## src/inc/sfcf_pkg.sv

```systemverilog
// Purpose: shared constants and types for the serial flash code fetch block
// Assumes: 200 MHz core clock, flash in clock mode 0
// Notes:   serial rates round down to whole half periods of the core clock
package sfcf_pkg;

    // core clock and serial rates
    localparam int CLK_MHZ     = 200;
    localparam int CLK_NS      = 5;
    localparam int SLOW_MHZ    = 30;
    localparam int FAST_MHZ    = 60;
    localparam int HALF_SLOW   = (CLK_MHZ + 2 * SLOW_MHZ - 1) / (2 * SLOW_MHZ);
    localparam int HALF_FAST   = (CLK_MHZ + 2 * FAST_MHZ - 1) / (2 * FAST_MHZ);
    localparam int CS_HIGH_NS  = 50;
    localparam int CS_HIGH_CYC = (CS_HIGH_NS + CLK_NS - 1) / CLK_NS;

    localparam logic [2:0] DIV_SLOW = 3'(HALF_SLOW - 1);
    localparam logic [2:0] DIV_FAST = 3'(HALF_FAST - 1);
    localparam logic [4:0] GAP_LOAD = 5'(CS_HIGH_CYC - 1);

    // flash command framing
    localparam logic [7:0]  OP_FAST    = 8'h0B;
    localparam logic [7:0]  OP_DUAL    = 8'h3B;
    localparam logic [7:0]  DUMMY      = 8'h00;
    localparam logic [5:0]  HDR_BITS   = 6'h28;
    localparam logic [5:0]  BYTE_BITS  = 6'h08;
    localparam logic [5:0]  DUAL_PAIRS = 6'h04;
    localparam logic [5:0]  LAST_BIT   = 6'h01;

    // boot signature, ascii 2DFU
    localparam logic [23:0] SIG_ADDR   = 24'h00FFFA;
    localparam logic [31:0] SIG_WORD   = 32'h32444655;
    localparam logic [1:0]  SIG_LAST   = 2'h3;
    localparam logic [1:0]  SIG_FIRST  = 2'h0;
    localparam logic [23:0] START_ADDR = 24'h000000;
    localparam logic [23:0] ADDR_ONE   = 24'h000001;

    typedef enum logic [2:0] {
        S_STRAP = 3'b000,
        S_IDLE  = 3'b001,
        S_SEND  = 3'b010,
        S_RECV  = 3'b011,
        S_HOLD  = 3'b100,
        S_GAP   = 3'b101
    } sfcf_state_type;

    typedef struct packed {
        logic        valid;
        logic [23:0] addr;
    } sfcf_req_type;

    typedef struct packed {
        logic       ready;
        logic [7:0] data;
    } sfcf_rsp_type;

    typedef struct packed {
        logic sel_b;
        logic sclk;
        logic dout;
        logic oe;
    } sfcf_pins_type;

    typedef struct packed {
        logic [1:0] meta;
        logic [1:0] stable;
    } sfcf_sync_type;

    typedef struct packed {
        sfcf_state_type state;
        logic           strap_done;
        logic           rate_fast;
        logic           dual;
        logic           boot;
        logic           boot_done;
        logic           ext_en;
        logic           sig_ok;
        logic           pend;
        logic [1:0]     sig_idx;
        logic [2:0]     div;
        logic [4:0]     gap;
        logic [5:0]     bit_cnt;
        logic [39:0]    shift;
        logic [7:0]     rx;
        logic [23:0]    addr;
        logic [23:0]    start_addr;
        sfcf_pins_type  pins;
        sfcf_rsp_type   rsp;
    } sfcf_regs_type;

endpackage

```

## src/hw/sfcf_fetch.sv

```systemverilog
// Purpose: boot check and automatic fast-read code fetch from serial flash
// Assumes: one outstanding fetch; processor waits for ready before next
// Notes:   clock mode 0, flash select active low, sclk made by a divider
// What this block does
// - single mode burst opens with select low, opcode 0x0B, 24-bit address.
// - one dummy byte follows the address before any data capture.
// - single mode captures each byte over eight clocks on the serial input.
// - after a full byte, pulse ready once and hand over one byte.
// - next address equal to previous plus one keeps select low, one more byte.
// - any other next address ends the burst with select high.
// - dual mode burst opens with select low, opcode 0x3B, 24-bit address.
// - dual mode captures each byte in four clocks before ready.
// - dual data phase carries two bits per clock on both data lines.
// - dual mode only allowed at the slower 30 MHz rate.
// - rate strap low selects 30 MHz, high selects 60 MHz.
// - rate strap caught at reset release and held fixed afterwards.
// - at power-up read the signature 2DFU starting at flash address 0xFFFA.
// - valid signature enables external code, fetch starting at 0x0000.
// - missing signature keeps internal code and no external fetches.
`timescale 1ns/1ps
`default_nettype none
module sfcf_fetch (
    input  wire logic                    clk_in,
    input  wire logic                    rst_b_in,
    input  wire logic                    clk_en_in,
    input  wire logic                    dual_mode_en_in,
    input  wire sfcf_pkg::sfcf_req_type  fetch_req_in,
    output logic                         fetch_take_out,
    output var  sfcf_pkg::sfcf_rsp_type  fetch_rsp_out,
    output logic                         ext_code_en_out,
    output logic                         boot_done_out,
    output logic [23:0]                  fetch_start_addr_out,
    output var  sfcf_pkg::sfcf_pins_type flash_pins_out,
    input  wire logic                    flash_io_in,
    input  wire logic                    flash_serial_in
);
    sfcf_pkg::sfcf_regs_type st_reg;
    sfcf_pkg::sfcf_regs_type st_next;
    logic [1:0]              pin_sync;
    logic                    io_s;
    logic                    di_s;
    logic [2:0]              half_div;
    logic                    tick;
    logic                    fall;
    logic                    seq_hit;
    logic [7:0]              rx_new;
    logic [7:0]              sig_byte;

    sfcf_sync i_sfcf_sync (
        .clk_in    (clk_in),
        .clk_en_in (clk_en_in),
        .pins_in   ({flash_io_in, flash_serial_in}),
        .pins_out  (pin_sync)
    );
    assign io_s = pin_sync[1];
    assign di_s = pin_sync[0];

    assign half_div = st_reg.rate_fast ? sfcf_pkg::DIV_FAST : sfcf_pkg::DIV_SLOW;
    assign tick     = (st_reg.div == 3'h0);
    assign fall     = tick && st_reg.pins.sclk;
    assign seq_hit  = (fetch_req_in.addr == 24'(st_reg.addr + sfcf_pkg::ADDR_ONE));
    assign sig_byte = 8'(sfcf_pkg::SIG_WORD >> {~st_reg.sig_idx, 3'h0});

    // no fetch taken unless external code is enabled
    assign fetch_take_out = clk_en_in && fetch_req_in.valid && st_reg.ext_en &&
                            (st_reg.state == sfcf_pkg::S_IDLE ||
                             st_reg.state == sfcf_pkg::S_HOLD);

    // dual pairs: serial input is the high bit, io line the low bit
    // single mode shifts one bit per clock from the serial input
    assign rx_new = st_reg.dual ? {st_reg.rx[5:0], di_s, io_s} : {st_reg.rx[6:0], di_s};

    always_comb begin
        st_next          = st_reg;
        st_next.rsp.ready = 1'b0;
        unique case (st_reg.state)
            sfcf_pkg::S_STRAP: begin
                // strap caught once, first enabled cycle after release
                st_next.rate_fast  = io_s;
                st_next.strap_done = 1'b1;
                // boot burst reads the signature in single mode
                st_next.boot       = 1'b1;
                st_next.sig_ok     = 1'b1;
                st_next.sig_idx    = sfcf_pkg::SIG_FIRST;
                st_next.dual       = 1'b0;
                st_next.addr       = sfcf_pkg::SIG_ADDR;
                st_next.shift      = {sfcf_pkg::OP_FAST, sfcf_pkg::SIG_ADDR, sfcf_pkg::DUMMY};
                st_next.pins       = '{sel_b: 1'b0, sclk: 1'b0, dout: sfcf_pkg::OP_FAST[7],
                                       oe: 1'b1};
                st_next.bit_cnt    = sfcf_pkg::HDR_BITS;
                st_next.div        = io_s ? sfcf_pkg::DIV_FAST : sfcf_pkg::DIV_SLOW;
                st_next.state      = sfcf_pkg::S_SEND;
            end
            sfcf_pkg::S_SEND: begin
                st_next.div = tick ? half_div : 3'(st_reg.div - 3'h1);
                if (tick) begin
                    st_next.pins.sclk = ~st_reg.pins.sclk;
                end
                // next msb goes out on the falling edge
                if (fall) begin
                    st_next.shift     = {st_reg.shift[38:0], 1'b0};
                    st_next.pins.dout = st_reg.shift[38];
                    st_next.bit_cnt   = 6'(st_reg.bit_cnt - sfcf_pkg::LAST_BIT);
                    // dummy byte is the tail of the header
                    if (st_reg.bit_cnt == sfcf_pkg::LAST_BIT) begin
                        st_next.state   = sfcf_pkg::S_RECV;
                        // four pairs per byte in dual mode
                        st_next.bit_cnt = st_reg.dual ? sfcf_pkg::DUAL_PAIRS
                                                      : sfcf_pkg::BYTE_BITS;
                        // io line turns into an input for dual data
                        st_next.pins.oe = ~st_reg.dual;
                    end
                end
            end
            sfcf_pkg::S_RECV: begin
                st_next.div = tick ? half_div : 3'(st_reg.div - 3'h1);
                if (tick) begin
                    st_next.pins.sclk = ~st_reg.pins.sclk;
                end
                // sync lag makes this the level seen at the rising edge
                if (fall) begin
                    st_next.rx      = rx_new;
                    st_next.bit_cnt = 6'(st_reg.bit_cnt - sfcf_pkg::LAST_BIT);
                    if (st_reg.bit_cnt == sfcf_pkg::LAST_BIT) begin
                        st_next.bit_cnt = sfcf_pkg::BYTE_BITS;
                        if (st_reg.boot) begin
                            st_next.sig_ok  = st_reg.sig_ok && (rx_new == sig_byte);
                            st_next.sig_idx = 2'(st_reg.sig_idx + 2'h1);
                            if (st_reg.sig_idx == sfcf_pkg::SIG_LAST) begin
                                st_next.boot       = 1'b0;
                                st_next.boot_done  = 1'b1;
                                st_next.ext_en     = st_reg.sig_ok && (rx_new == sig_byte);
                                st_next.start_addr = sfcf_pkg::START_ADDR;
                                st_next.pins.sel_b = 1'b1;
                                st_next.pins.oe    = 1'b0;
                                st_next.pend       = 1'b0;
                                st_next.gap        = sfcf_pkg::GAP_LOAD;
                                st_next.state      = sfcf_pkg::S_GAP;
                            end
                        end else begin
                            st_next.rsp   = '{ready: 1'b1, data: rx_new};
                            st_next.state = sfcf_pkg::S_HOLD;
                        end
                    end
                end
            end
            sfcf_pkg::S_HOLD: begin
                if (fetch_take_out) begin
                    st_next.addr = fetch_req_in.addr;
                    if (seq_hit) begin
                        st_next.bit_cnt = st_reg.dual ? sfcf_pkg::DUAL_PAIRS
                                                      : sfcf_pkg::BYTE_BITS;
                        st_next.div     = half_div;
                        st_next.state   = sfcf_pkg::S_RECV;
                    end else begin
                        st_next.pins.sel_b = 1'b1;
                        st_next.pins.oe    = 1'b0;
                        st_next.pend       = 1'b1;
                        st_next.gap        = sfcf_pkg::GAP_LOAD;
                        st_next.state      = sfcf_pkg::S_GAP;
                    end
                end
            end
            sfcf_pkg::S_GAP, sfcf_pkg::S_IDLE: begin
                // select high time kept before a new burst
                st_next.gap = (st_reg.gap == 5'h00) ? 5'h00 : 5'(st_reg.gap - 5'h01);
                if (st_reg.state == sfcf_pkg::S_GAP && st_reg.gap == 5'h00) begin
                    st_next.state = sfcf_pkg::S_IDLE;
                end
                if ((st_reg.state == sfcf_pkg::S_GAP && st_reg.gap == 5'h00 && st_reg.pend) ||
                    fetch_take_out) begin
                    if (fetch_take_out) begin
                        st_next.addr = fetch_req_in.addr;
                    end
                    // dual only at the slow rate
                    st_next.dual       = dual_mode_en_in && !st_reg.rate_fast;
                    st_next.pend       = 1'b0;
                    st_next.state      = sfcf_pkg::S_SEND;
                    st_next.bit_cnt    = sfcf_pkg::HDR_BITS;
                    st_next.div        = half_div;
                    st_next.pins.sel_b = 1'b0;
                    st_next.pins.sclk  = 1'b0;
                    st_next.pins.oe    = 1'b1;
                    // dual or single opcode, then address, then dummy byte
                    st_next.shift = {st_next.dual ? sfcf_pkg::OP_DUAL : sfcf_pkg::OP_FAST,
                                     st_next.addr, sfcf_pkg::DUMMY};
                    st_next.pins.dout = st_next.shift[39];
                end
            end
            default: begin
                st_next.state = sfcf_pkg::S_IDLE;
            end
        endcase
    end

    always_ff @(posedge clk_in) begin
        if (!rst_b_in) begin
            st_reg       <= '0;
            st_reg.state <= sfcf_pkg::S_STRAP;
            st_reg.pins  <= '{sel_b: 1'b1, sclk: 1'b0, dout: 1'b0, oe: 1'b0};
        end else if (clk_en_in) begin
            st_reg <= st_next;
        end
    end

    assign fetch_rsp_out        = st_reg.rsp;
    assign ext_code_en_out      = st_reg.ext_en;
    assign boot_done_out        = st_reg.boot_done;
    assign fetch_start_addr_out = st_reg.start_addr;
    assign flash_pins_out       = st_reg.pins;

    // helper: rising sclk edges within one receive run
    logic [5:0] rise_cnt;
    always_ff @(posedge clk_in) begin
        if (!rst_b_in || st_reg.state != sfcf_pkg::S_RECV) begin
            rise_cnt <= 6'h00;
        end else if (clk_en_in && tick && !st_reg.pins.sclk) begin
            rise_cnt <= 6'(rise_cnt + 6'h01);
        end
    end
endmodule
`default_nettype wire

```

## src/hw/sfcf_sync.sv

```systemverilog
// Purpose: two-stage synchroniser for the flash input pins
// Assumes: inputs are asynchronous to clk_in
// Notes:   no reset, so the strap level is already settled at reset release
`timescale 1ns/1ps
`default_nettype none
module sfcf_sync (
    input  wire logic       clk_in,
    input  wire logic       clk_en_in,
    input  wire logic [1:0] pins_in,
    output logic      [1:0] pins_out
);
    sfcf_pkg::sfcf_sync_type st_reg;
    sfcf_pkg::sfcf_sync_type st_next;

    always_comb begin
        st_next        = st_reg;
        st_next.meta   = pins_in;
        st_next.stable = st_reg.meta;
    end

    always_ff @(posedge clk_in) begin
        if (clk_en_in) begin
            st_reg <= st_next;
        end
    end

    assign pins_out = st_reg.stable;
endmodule
`default_nettype wire

```

## config.mk

```make
export PLATFORM = sky130hd
export DESIGN_NAME = sfcf_fetch
export DESIGN_NICKNAME = d
export VERILOG_FILES = /design/src/inc/sfcf_pkg.sv /design/src/hw/sfcf_fetch.sv /design/src/hw/sfcf_sync.sv
export SDC_FILE = /design/constraint.sdc
export NUM_CORES = 1
export LEC_CHECK = 0
export BUFFER_PORTS_ARGS = -buffer_cell sky130_fd_sc_hd__buf_2
export CAP_MARGIN = 20
export CELL_PAD_IN_SITES_DETAIL_PLACEMENT = 0
export CELL_PAD_IN_SITES_GLOBAL_PLACEMENT = 2
export CORE_MARGIN = 5
export CORE_UTILIZATION = 37
export CTS_CLUSTER_DIAMETER = 100
export DETAILED_ROUTE_END_ITERATION = 8
export PLACE_DENSITY_LB_ADDON = 0.1
export SLEW_MARGIN = 5
export SYNTH_ARGS = -nofsm -noshare
export SYNTH_HDL_FRONTEND = slang
export SYNTH_SLANG_ARGS = --single-unit
export TNS_END_PERCENT = 100
```

## constraint.sdc

```tcl
create_clock -name clk_in -period 5.9 [get_ports clk_in]
set_input_delay 1.77 -clock clk_in [delete_from_list [all_inputs] [get_ports clk_in]]
set_output_delay 1.77 -clock clk_in [all_outputs]
set_load 0.01 [all_outputs]
```

; ---- Yosys cells after proc, flatten, opt, wreduce, memory -nomap -nowiden
; Index checks and enable logic that the tools add are counted.
[totals]
reg_bits = 113
word_cells = 167
[op_classes]
reduce_logical = 42
eq_ne = 22
n_addsub = 5
muxes = 70
bitwise_logic = 4
shifts = 1
[ops]
columns = op, count
row1 = case mux 39 bit (3 select lines), 1
row2 = 2-to-1 mux 46 bit, 2
row3 = case mux 24 bit (3 select lines), 1
row4 = 2-to-1 mux 24 bit, 2
row5 = 2-to-1 mux 3 bit, 14
row6 = case mux 6 bit (5 select lines), 1
row7 = >> shifter 30 x 5 -> 8 bit (first input constant), 1
row8 = adder 24 x 1 -> 24 bit (second input constant), 1
row9 = equality test 24 bit, 1
row10 = 2-to-1 mux 11 bit, 2
row11 = 2-to-1 mux 7 bit, 3
row12 = 2-to-1 mux 10 bit, 2
row13 = 2-to-1 mux 5 bit, 4
row14 = inequality test 2 bit (second input constant), 10
row15 = 2-to-1 mux 6 bit, 3
row16 = 2-to-1 mux 9 bit, 2
row17 = AND reduction 9 bit, 2
row18 = AND reduction 8 bit, 2
row19 = case mux 3 bit (5 select lines), 1
row20 = case mux 5 bit (3 select lines), 1
row21 = AND reduction 5 bit, 3
row22 = 2-to-1 mux 1 bit, 14
row23 = 2-to-1 mux 14 bit, 1
row24 = case mux 3 bit (4 select lines), 1
row25 = other kinds (38), 69

; ---- Longest topological paths before layout
; Gate-level depths: netlist of the first run.
[depth]
depth_word = 9
depth_mapped = 12

; ---- Modules after synthesis
; A second synthesis of the first run with hierarchy kept.
[hier_totals]
cells_unflattened = 822
hier_area_um2 = 6359.8
[by_module_without_submodules]
columns = module, cells_each, area_each_um2, instances
row1 = sfcf_fetch, 818, 6239.7, 1
row2 = sfcf_sync, 4, 120.1, 1

; ---- Worst setup path before layout of the first run
; Ideal clock, no wire load.
[synth_path]
path_type = input port to output port
from = input port clk_en_in
to = output port fetch_take_out
n_path_buf = 1
t_arrival_ps = 2638
path_stages = 4
slack_ps = 1492
path_cell_list = nand2b_1 a211o_1 inv_2 clkbuf_1
[synth_via]
elab_chain_len = 3
[synth_lines]
columns = element, line
row1 = start: declaration, sfcf_fetch.sv:25  ; input wire logic clk_en_in,
row2 = logical AND 1 bit (3 in series), sfcf_fetch.sv:65  ; assign fetch_take_out = clk_en_in && fetch_req_in.valid && st_reg.ext_en &&
row3 = end: declaration, sfcf_fetch.sv:28  ; output logic fetch_take_out,
; No other way between the ends.

; ---- Worst setup path after layout of the first run
; Ends and elaborated chain as after synthesis.

==> key figures, run 1 <==
STA
  – Final Critical Period: 4.841 ns
  – Hold Vio Cnt, Final: 0
  – Final setup violation count: 0
  – Slew Limit Headroom: 35.22%
  – Final Slew Violations: 0
  – Max Freq: 206.6 MHz
  – RSZ-0062 raised after global routing: false
  – Final worst clock skew: 0.01074 ns
  – Tcrit/Tclk final: 82.05%
  – Actual slew at the worst max-slew pin: 0.9682 ns
  – Setup TNS: 0 ns

Worst setup path
  – Crit path capture type: output port
  – CP Class: in -> out
  – Req. time, crit path: 4.13 ns
  – R2R depth: 7
  – CP max stage delay: 0.38 ns
  – Critical-path top delay cell: inv_2
  – Worst-path fanout max: 25
  – Critical Path Most Common Cell: buf_2
  – Origin of the critical flop-to-flop path: st_reg[134]
  – Worst EP arrival: 3.07 ns
  – Startpoint Class: primary input
  – Reg-to-reg endpoint: fetch_rsp_out[5]
  – Worst path cell trace: buf_2, nand2b_1, a211o_1, inv_2, buf_2
  – CP bufs+invs: 3
  – Top delay family on crit path: buffers and inverters
  – Register-to-register setup slack: 2.31 ns

Floorplanning
  – Die width: 141.7 um
  – Die Ht: 141.7 um
  – DIE AREA: 20070 sq um
  – # rows: 48
  – Core area: 17180 sq um
  – IO Count: 71
  – Initial core utilization: 37.35%

Place
  – Gp weighted congestion: 0.8994
  – DP Wirelength: 12830 um
  – Post-Place Cells: 1032
  – Placed inst area: 6566 sq um
  – PortBufs: 46

Min path
  – Hold Path Class: reg -> reg
  – Hold Startpoint: i_sfcf_sync.st_next[1]
  – Worst hold path depth: 0
  – WHS Endpoint: i_sfcf_sync.pins_out[1]

Clock tree
  – CTS root buf: clkbuf_16
  – Post-CTS setup buffers: 0
  – CTS sink count: 105
  – Post-cts repair resize count: 0
  – Cts hold-fix bufs: 0
  – TritonCTS clock tree: done
  – H-tree levels: 3
  – CTS Buf Count: 9
  – Max clock buf depth: 2
  – Skew-Pair Late Insertion Delay: 0.36 ns
  – CTS clk-pin slew, worst paths: 0.07 ns

Global routing
  – Initial antenna violation count: 0
  – GRT overflow: 0
  – Aggregate global-route resource usage: 17.61%
  – First-pass GRT wire length: 28900 um
  – Largest net degree at the start of global routing: 56
  – Vias in the first global route: 5629

Run
  – Max-Cap Viols: 0

Status
  – Status: finished clean

Finish
  – Fill count: 1859
  – Max reg flops: 86
  – Ant diodes: 0
  – Fin util: 40.09%
  – Share of post-route cells with drive strength above 1: 11.65%
  – Area growth from synthesis to layout: 7.313%
  – Non-Filler Instances: 1049
  – Design area: 6885 sq um
  – Final nets: 859

Drt
  – # DRC: 0
  – Total Wirelength: 17500 um
  – Post-route ant nets: 0
  – Initial DRC count: 290
  – DR pass1 iterations: 5
  – Via density: 5.441
  – DR vias: 5708
  – Wire per inst: 16.68 um

Yosys
  – Yosys Warn Count: 0
  – Area leader, netlist: dfxtp_1
  – Synth Register Bits: 105
  – Primary FF master, synth: dfxtp_1
  – Sequential share of the synthesized area: 33.39%
  – Average size of a mapped cell: 7.740 sq um
  – Number of synthesized flops with an enable pin: 4
  – Mapped Area: 6416 sq um
  – Synth area leaders: dfxtp_1 32%, nand2_1 5.6%, a21oi_1 5.2%
  – Asr flop ratio synth: 0%
  – Share of the synthesized area in the top cell type: 31.51%
  – Synthesized netlist cell count: 829
  – Post-synth cell types: 66

Power and ir drop
  – Peak supply drop: 0.1746 mV
  – Static leakage: 2.435 nW
  – Pwr/cell area: 419.7 nW/um^2
## Yosys cell counts (3+ instances only)
cell type	instances
nand4_1	5
mux2i_1	16
o31ai_1	7
edfxtp_1	4
nor3b_1	5
a211oi_1	31
o21ai_0	19
and4_1	4
nor4b_1	3
o211a_1	4
buf_1	3
clkbuf_1	52
inv_1	20
a311oi_1	4
a21o_1	4
dfxtp_1	101
nand2b_1	10
a21oi_1	67
nor2_1	83
nor3_1	45
nand3b_1	4
o221a_2	10
nand2_1	95
nor4_1	11
and2_1	7
a2111oi_0	15
xnor2_1	19
a31oi_1	11
or3_1	7
buf_2	8
ha_1	9
nor2b_1	7
xor2_1	18
and3_1	9
nand3_1	25
buf_4	37
o221a_1	5
o21ai_1	5
o211ai_1	5
a211o_1	3
## worst max-delay path by stage
| stage | start | to | slack, ns | cells past startpoint |
|---|---|---|---|---|
| finish | clk_en_in | fetch_take_out | 1.06 | 5 |
| global route | clk_en_in | fetch_take_out | 0.98 | 5 |
| CTS | clk_en_in | fetch_take_out | 1.06 | 5 |
| detailed placement | clk_en_in | fetch_take_out | 1.06 | 5 |
| global placement | clk_en_in | fetch_take_out | 1.07 | 5 |
| floorplan | clk_en_in | fetch_take_out | 1.49 | 4 |
## layer usage
layer	vias to the layer above	global-route usage, %	part of all wire, %
met5	-	0	0
met4	0	6.414	2.1
met3	23	2.022	2.9
met2	96	29.66	47
met1	2681	23.25	48
li1	2908	-	-
## cells in the final DEF (no fill, tap or decap), types with 10 or more instances in the layout
cell type  Yosys  layout
a2111oi_0     15      15
a211oi_1      31      31
a21oi_1       67      67
a31oi_1       11      11
buf_2          8      46
conb_1         1      24
dfxtp_1      101     101
inv_1         20      19
mux2i_1       16      16
nand2_1       95      95
nand2b_1      10      10
nand3_1       25      25
nor2_1        83      81
nor3_1        45      45
nor4_1        11      11
o21ai_0       19      19
o221a_2       10      10
xnor2_1       19      19
xor2_1        18      18
## layout make-up
class | instances | area [sq um] | share of cell area [%]
multi-input cells | 626 | 3766 | 54.70
flip-flops and latches | 105 | 2142 | 31.11
repair buffers | 56 | 312.8 | 4.543
well taps | 225 | 281.5 | 4.089
clock buffers | 10 | 229.0 | 3.325
inverters | 21 | 78.83 | 1.145
clock inverters | 6 | 75.07 | 1.090
## cell families after synthesis
group           share of synthesized area (%)
xor+xnor                                5.051
compound gates                          22.89
mux                                     2.672
flops                                   33.39
other cells                           0.05845
simple gates                            24.79
buf+inv                                 9.399
fa+ha+maj                               1.755
## through the flow
step / power (mW) / hold slack, ns / setup WS (ns)
after floorplan: 1.973 / 0.4003 / 1.492
after global placement: 2.246 / 0.4035 / 1.072
after detailed placement: 2.269 / 0.4173 / 1.060
after CTS: 2.901 / 0.4349 / 1.055
after global routing: 3.131 / 0.4373 / 0.9796
final: 2.889 / 0.4327 / 1.059
## where the power goes
group | switching [mW] | total (mW) | internal [mW]
Combinational | 0.738 | 1.18 | 0.441
Clock | 0.291 | 0.627 | 0.336
Sequential | 0.196 | 1.08 | 0.888
No activity file was read; power rests on OpenSTA's default activity.
==> run 2, diff against run 1 <==
--- a/config.mk
+++ b/config.mk
@@ -10,7 +10,7 @@
 export CELL_PAD_IN_SITES_DETAIL_PLACEMENT = 0
 export CELL_PAD_IN_SITES_GLOBAL_PLACEMENT = 2
 export CORE_MARGIN = 5
-export CORE_UTILIZATION = 37
+export CORE_UTILIZATION = 35
 export CTS_CLUSTER_DIAMETER = 100
 export DETAILED_ROUTE_END_ITERATION = 8
 export PLACE_DENSITY_LB_ADDON = 0.1
==> constraint.sdc (replaced) <==
create_clock -name clk_in -period 4.6 [get_ports clk_in]
set_input_delay 1.38 -clock clk_in [delete_from_list [all_inputs] [get_ports clk_in]]
set_output_delay 1.38 -clock clk_in [all_outputs]
set_load 0.01 [all_outputs]
==> run 2 against run 1 <==
Effect of this change: clock-buffer cell count stayed put; clock skew hardly changed; utilization is 1.8 points lower; via count is 3.2% higher; combinational power is 26% higher; flip-flop and latch count stayed put; clock power is 29% higher; power is 29% higher; sequential power is 31% higher; die area is 5.3% higher; final cell count is 0.67% higher; critical path type is now in -> reg.
==> key figures, run 2 (synthesis gave the netlist of run 1 again) <==
Status
  – Status: finished clean

Drt
  – Post-route ant nets: 0
  – DR pass1 iterations: 5
  – Via density: 5.579
  – Initial DRC count: 346
  – Total Wirelength: 18430 um
  – DR vias: 5891
  – # DRC: 0
  – Wire per inst: 17.45 um

Worst setup path
  – Worst EP arrival: 4.03 ns
  – Req. time, crit path: 4.89 ns
  – Register-to-register setup slack: 1.10 ns
  – Top delay family on crit path: simple AND/OR/NAND/NOR gates
  – R2R depth: 8
  – CP max stage delay: 0.67 ns
  – CP bufs+invs: 1
  – Startpoint Class: primary input
  – Worst path cell trace: buf_2, xor2_1, xnor2_1, nor4b_1, nand4_1, nor4_2, a21oi_2, or4_1, a21oi_1
  – Critical-path top delay cell: nor4_2
  – CP Class: in -> reg
  – Worst-path fanout max: 9
  – Crit path capture type: flop
  – Origin of the critical flop-to-flop path: st_reg[37]
  – Reg-to-reg endpoint: st_reg[110]

Clock tree
  – CTS root buf: clkbuf_16
  – Max clock buf depth: 2
  – Skew-Pair Late Insertion Delay: 0.36 ns
  – CTS clk-pin slew, worst paths: 0.08 ns
  – CTS sink count: 105
  – Post-CTS setup buffers: 0
  – CTS Buf Count: 9
  – TritonCTS clock tree: done
  – Post-cts repair resize count: 0
  – Cts hold-fix bufs: 0
  – H-tree levels: 3

Place
  – PortBufs: 46
  – DP Wirelength: 13310 um
  – Gp weighted congestion: 0.8824
  – Post-Place Cells: 1040
  – Placed inst area: 6601 sq um

Global routing
  – Initial antenna violation count: 0
  – Largest net degree at the start of global routing: 40
  – First-pass GRT wire length: 30270 um
  – Aggregate global-route resource usage: 17.22%
  – GRT overflow: 0
  – Vias in the first global route: 5743

Finish
  – Non-Filler Instances: 1056
  – Final nets: 862
  – Fill count: 1910
  – Commonest non-fill, non-tap cells in the layout: 101 x dfxtp_1, 95 x nand2_1, 81 x nor2_1
  – Max reg flops: 86
  – Share of post-route cells with drive strength above 1: 12.09%
  – Ant diodes: 0
  – Commonest non-fill, non-tap cell in the layout: dfxtp_1
  – Design area: 6905 sq um
  – Area growth from synthesis to layout: 7.625%

STA
  – Actual slew at the worst max-slew pin: 0.8541 ns
  – Final worst clock skew: 0.01069 ns
  – Hold slack final: 0.4329 ns
  – Setup TNS: 0 ns
  – Slew Limit Headroom: 42.98%
  – Tcrit/Tclk final: 81.28%
  – Final Slew Violations: 0
  – Final setup violation count: 0
  – Final Critical Period: 3.739 ns
  – RSZ-0062 raised after global routing: false
  – Max Freq: 267.5 MHz
  – Hold Vio Cnt, Final: 0

Floorplanning
  – Initial core utilization: 35.60%
  – Core area: 18020 sq um
  – # rows: 49
  – Die Ht: 145.4 um
  – IO Count: 71
  – Die width: 145.4 um
  – DIE AREA: 21140 sq um

Run
  – Max-Cap Viols: 0

Min path
  – Hold Startpoint: i_sfcf_sync.st_next[0]
  – Worst hold path depth: 0
  – Hold Path Class: reg -> reg
  – WHS Endpoint: i_sfcf_sync.pins_out[0]

Power and ir drop
  – Flop pwr share: 38.3%
  – Peak supply drop: 0.2407 mV
  – Internal power: 2.095 mW
  – Pwr/cell area: 538.2 nW/um^2
  – P_sw: 1.621 mW
  – Comb pwr share: 40.1%
  – Clk pwr share: 21.7%
  – Static leakage: 2.455 nW
  – Sw Ratio: 43.62%
[run 2: cell types whose count changed in the layout (fill, tap and decap cells not counted)]
cell,delta
buf_4,+4
clkinv_4,-2
inv_8,+2
buf_8,-1
bufinv_16,-1
clkbuf_1,-1
clkbuf_8,+1
clkinv_8,+1
clkinvlp_4,-1
inv_4,+1
[run 2: how the worst max path moves through the flow]
stage | from | to | cells after the start
floorplan | clk_en_in | fetch_take_out | 4
global placement | fetch_req_in[3] | st_reg[110] | 9
detailed placement | fetch_req_in[3] | st_reg[110] | 9
CTS | clk_en_in | fetch_take_out | 5
global route | fetch_req_in[3] | st_reg[110] | 9
finish | fetch_req_in[3] | st_reg[110] | 9
[run 2: power by group through the flow]
stage	clock, mW	sequential [mW]	combinational, mW
2_1_floorplan	0	1.27	1.26
5_1_grt	0.874	1.46	1.69
3_3_place_gp	0	1.43	1.47
4_1_cts	0.845	1.41	1.50
3_5_place_dp	0	1.43	1.50
6_report	0.806	1.42	1.49
[run 2: metrics by stage]
step                worst slack [ns]  total power [mW]  utilization [%]
global placement              0.5816             2.900            36.62
global route                  0.7046             4.024            38.31
detailed placement            0.5513             2.928            36.62
finish                        0.8610             3.716            38.31
floorplan                     0.9719             2.531                -
CTS                           0.8629             3.758            38.31
[run 2: final cells by class]
class                   count  area [sq um]  area share, %
inverters                  21         78.83          1.142
flip-flops and latches    105          2142          31.02
well taps                 229         286.5          4.149
clock buffers              10         239.0          3.461
clock inverters             6         65.06         0.9422
repair buffers             59         327.8          4.747
multi-input cells         626          3766          54.54
[run 2: metal layers]
| metal | up-vias | share of wire [%] | global-route usage [%] |
|---|---|---|---|
| met1 | 2792 | 45 | 22.74 |
| met2 | 153 | 48 | 28.85 |
| met4 | 0 | 1.8 | 4.757 |
| li1 | 2923 | - | - |
| met5 | - | 0 | 0 |
| met3 | 23 | 4.3 | 3.270 |
==> run 3, diff against run 2 <==
--- a/config.mk
+++ b/config.mk
@@ -10,7 +10,7 @@
 export CELL_PAD_IN_SITES_DETAIL_PLACEMENT = 0
 export CELL_PAD_IN_SITES_GLOBAL_PLACEMENT = 2
 export CORE_MARGIN = 5
-export CORE_UTILIZATION = 35
+export CORE_UTILIZATION = 31
 export CTS_CLUSTER_DIAMETER = 100
 export DETAILED_ROUTE_END_ITERATION = 8
 export PLACE_DENSITY_LB_ADDON = 0.1
==> constraint.sdc (replaced) <==
create_clock -name clk_in -period 3.3 [get_ports clk_in]
set_input_delay 0.99 -clock clk_in [delete_from_list [all_inputs] [get_ports clk_in]]
set_output_delay 0.99 -clock clk_in [all_outputs]
set_load 0.01 [all_outputs]
==> run 3 against run 2 <==
Effect of this change: power up 44%; worst setup slack worse by 0.54 ns; clock power grew 36%; clock skew up 0.00091 ns; critical path depth is 2 higher; via count up 1.0%; flip-flop and latch count did not move; register-to-register slack got worse by 0.78 ns.
==> key figures, run 3 (synthesis gave the netlist of run 1 again) <==
Drt
  – Total Wirelength: 19620 um
  – DR vias: 5951
  – Via density: 5.266
  – DR pass1 iterations: 5
  – Wire per inst: 17.37 um
  – Initial DRC count: 332
  – # DRC: 0
  – Post-route ant nets: 0

Global routing
  – GR Util met3: 3.288%
  – GRT overflow: 0
  – Gr busiest metal: met2
  – Met1 Use GR: 20.89%
  – Vias in the first global route: 5744
  – GR Layer Usage met2: 27.24%
  – First-pass GRT wire length: 31020 um
  – Initial antenna violation count: 0
  – Aggregate global-route resource usage: 16.11%
  – Largest net degree at the start of global routing: 72

Worst setup path
  – Origin of the critical flop-to-flop path: st_reg[38]
  – CP max stage delay: 0.45 ns
  – CP Class: reg -> reg
  – Critical path startpoint: st_reg[38]
  – Worst EP arrival: 3.22 ns
  – Critical-path top delay cell: dfxtp_1
  – Worst path cell trace: ha_1, nand3_1, nor4_2, a311oi_1, a31oi_1, nor4_2, buf_4, nand3_1, buf_4, nand3b_1, a2111oi_0
  – Worst-path fanout max: 6
  – R2R depth: 11
  – Register-to-register setup slack: 0.32 ns
  – Crit path capture type: flop
  – Req. time, crit path: 3.54 ns
  – Reg-to-reg endpoint: st_reg[125]
  – Startpoint Class: flop

STA
  – Final Critical Period: 2.976 ns
  – Hold Vio Cnt, Final: 0
  – Setup TNS: 0 ns
  – Actual slew at the worst max-slew pin: 0.8519 ns
  – Slew Limit Headroom: 43.00%
  – Setup slack after layout: 0.3239 ns
  – Max Freq: 336.0 MHz
  – Final worst clock skew: 0.01160 ns
  – Final Slew Violations: 0
  – Final setup violation count: 0
  – Tcrit/Tclk final: 90.19%
  – RSZ-0062 raised after global routing: false

Finish
  – Fill count: 2197
  – Commonest non-fill, non-tap cells in the layout: 101 x dfxtp_1, 95 x nand2_1, 81 x nor2_1
  – Share of post-route cells with drive strength above 1: 15.47%
  – Final nets: 895
  – Max reg flops: 86
  – Area growth from synthesis to layout: 12.64%
  – Ant diodes: 0
  – Commonest non-fill, non-tap cell in the layout: dfxtp_1

Clock tree
  – Cts hold-fix bufs: 0
  – CTS clk-pin slew, worst paths: 0.08 ns
  – Post-CTS setup buffers: 0
  – TritonCTS clock tree: done
  – CTS root buf: clkbuf_16
  – Max clock buf depth: 2
  – H-tree levels: 3
  – CTS sink count: 105
  – Post-cts repair resize count: 0
  – Skew-Pair Late Insertion Delay: 0.36 ns
  – CTS Buf Count: 9

Min path
  – Worst hold path depth: 0
  – Hold Startpoint: i_sfcf_sync.st_next[0]
  – WHS Endpoint: i_sfcf_sync.pins_out[0]
  – Hold Path Class: reg -> reg

Place
  – PortBufs: 46
  – DP Wirelength: 14290 um
  – Gp weighted congestion: 0.8682
  – Pre-CTS WS: 0.04029 ns

Status
  – Status: finished clean

Floorplanning
  – IO Count: 71
  – Die Ht: 153.9 um
  – DIE AREA: 23670 sq um
  – # rows: 52
  – Die width: 153.9 um
  – Initial core utilization: 31.61%
  – Core area: 20300 sq um

Power and ir drop
  – Peak supply drop: 0.3183 mV
  – Pwr/cell area: 742.4 nW/um^2
  – Static leakage: 2.619 nW

Run
  – Max-Cap Viols: 0
run 3: power breakdown:
part / internal [mW] / switching (mW)
clock: 0.537 / 0.563
combinational: 0.915 / 1.50
sequential: 1.59 / 0.265
run 3: through the flow:
stage               hold WS, ns  area (sq um)  total power, mW  cells  util, %
finish                   0.4258          7227            5.365   1130    35.60
global placement         0.4036          6905            4.244   1113    34.02
floorplan                0.4003          6502            3.528    852        -
global route             0.4492          7227            5.769   1130    35.60
detailed placement       0.4054          6905            4.261   1113    34.02
CTS                      0.4264          7206            5.398   1129    35.50
run 3: critical path, delay by kind of cell, from the launching register on:
kind / cells / cell delay [ns]
AOI/OAI and AO/OA: 3 / 0.96
adders and majority gates: 1 / 0.27
buffers and inverters: 2 / 0.33
DFF: 1 / 0.45
and+or+nand+nor: 5 / 0.85
run 3: worst max path at each step:
stage,endpoint,slack (ns),depth (start not counted)
global placement,st_reg[113],0.11,11
global route,st_reg[125],0.09,11
finish,st_reg[125],0.32,11
CTS,st_reg[125],0.17,11
detailed placement,st_reg[125],0.04,11
floorplan,st_reg[110],0.37,8
run 3: per-layer routing:
metal | routed length [um] | vias up
li1 | - | 2977
met1 | 9080 | 2814
met2 | 9426 | 136
met3 | 772 | 24
met4 | 344 | 0
met5 | 0 | -
run 3: final cells by class:
type                       count  area, sq um  area share, %
multi-input combinational    626         3772          52.20
sequential                   105         2142          29.64
timing repair buffer          92        595.6          8.241
tap                          270        337.8          4.675
clock buffer                   9        225.2          3.116
inverter                      21        78.83          1.091
clock inverter                 7        75.07          1.039
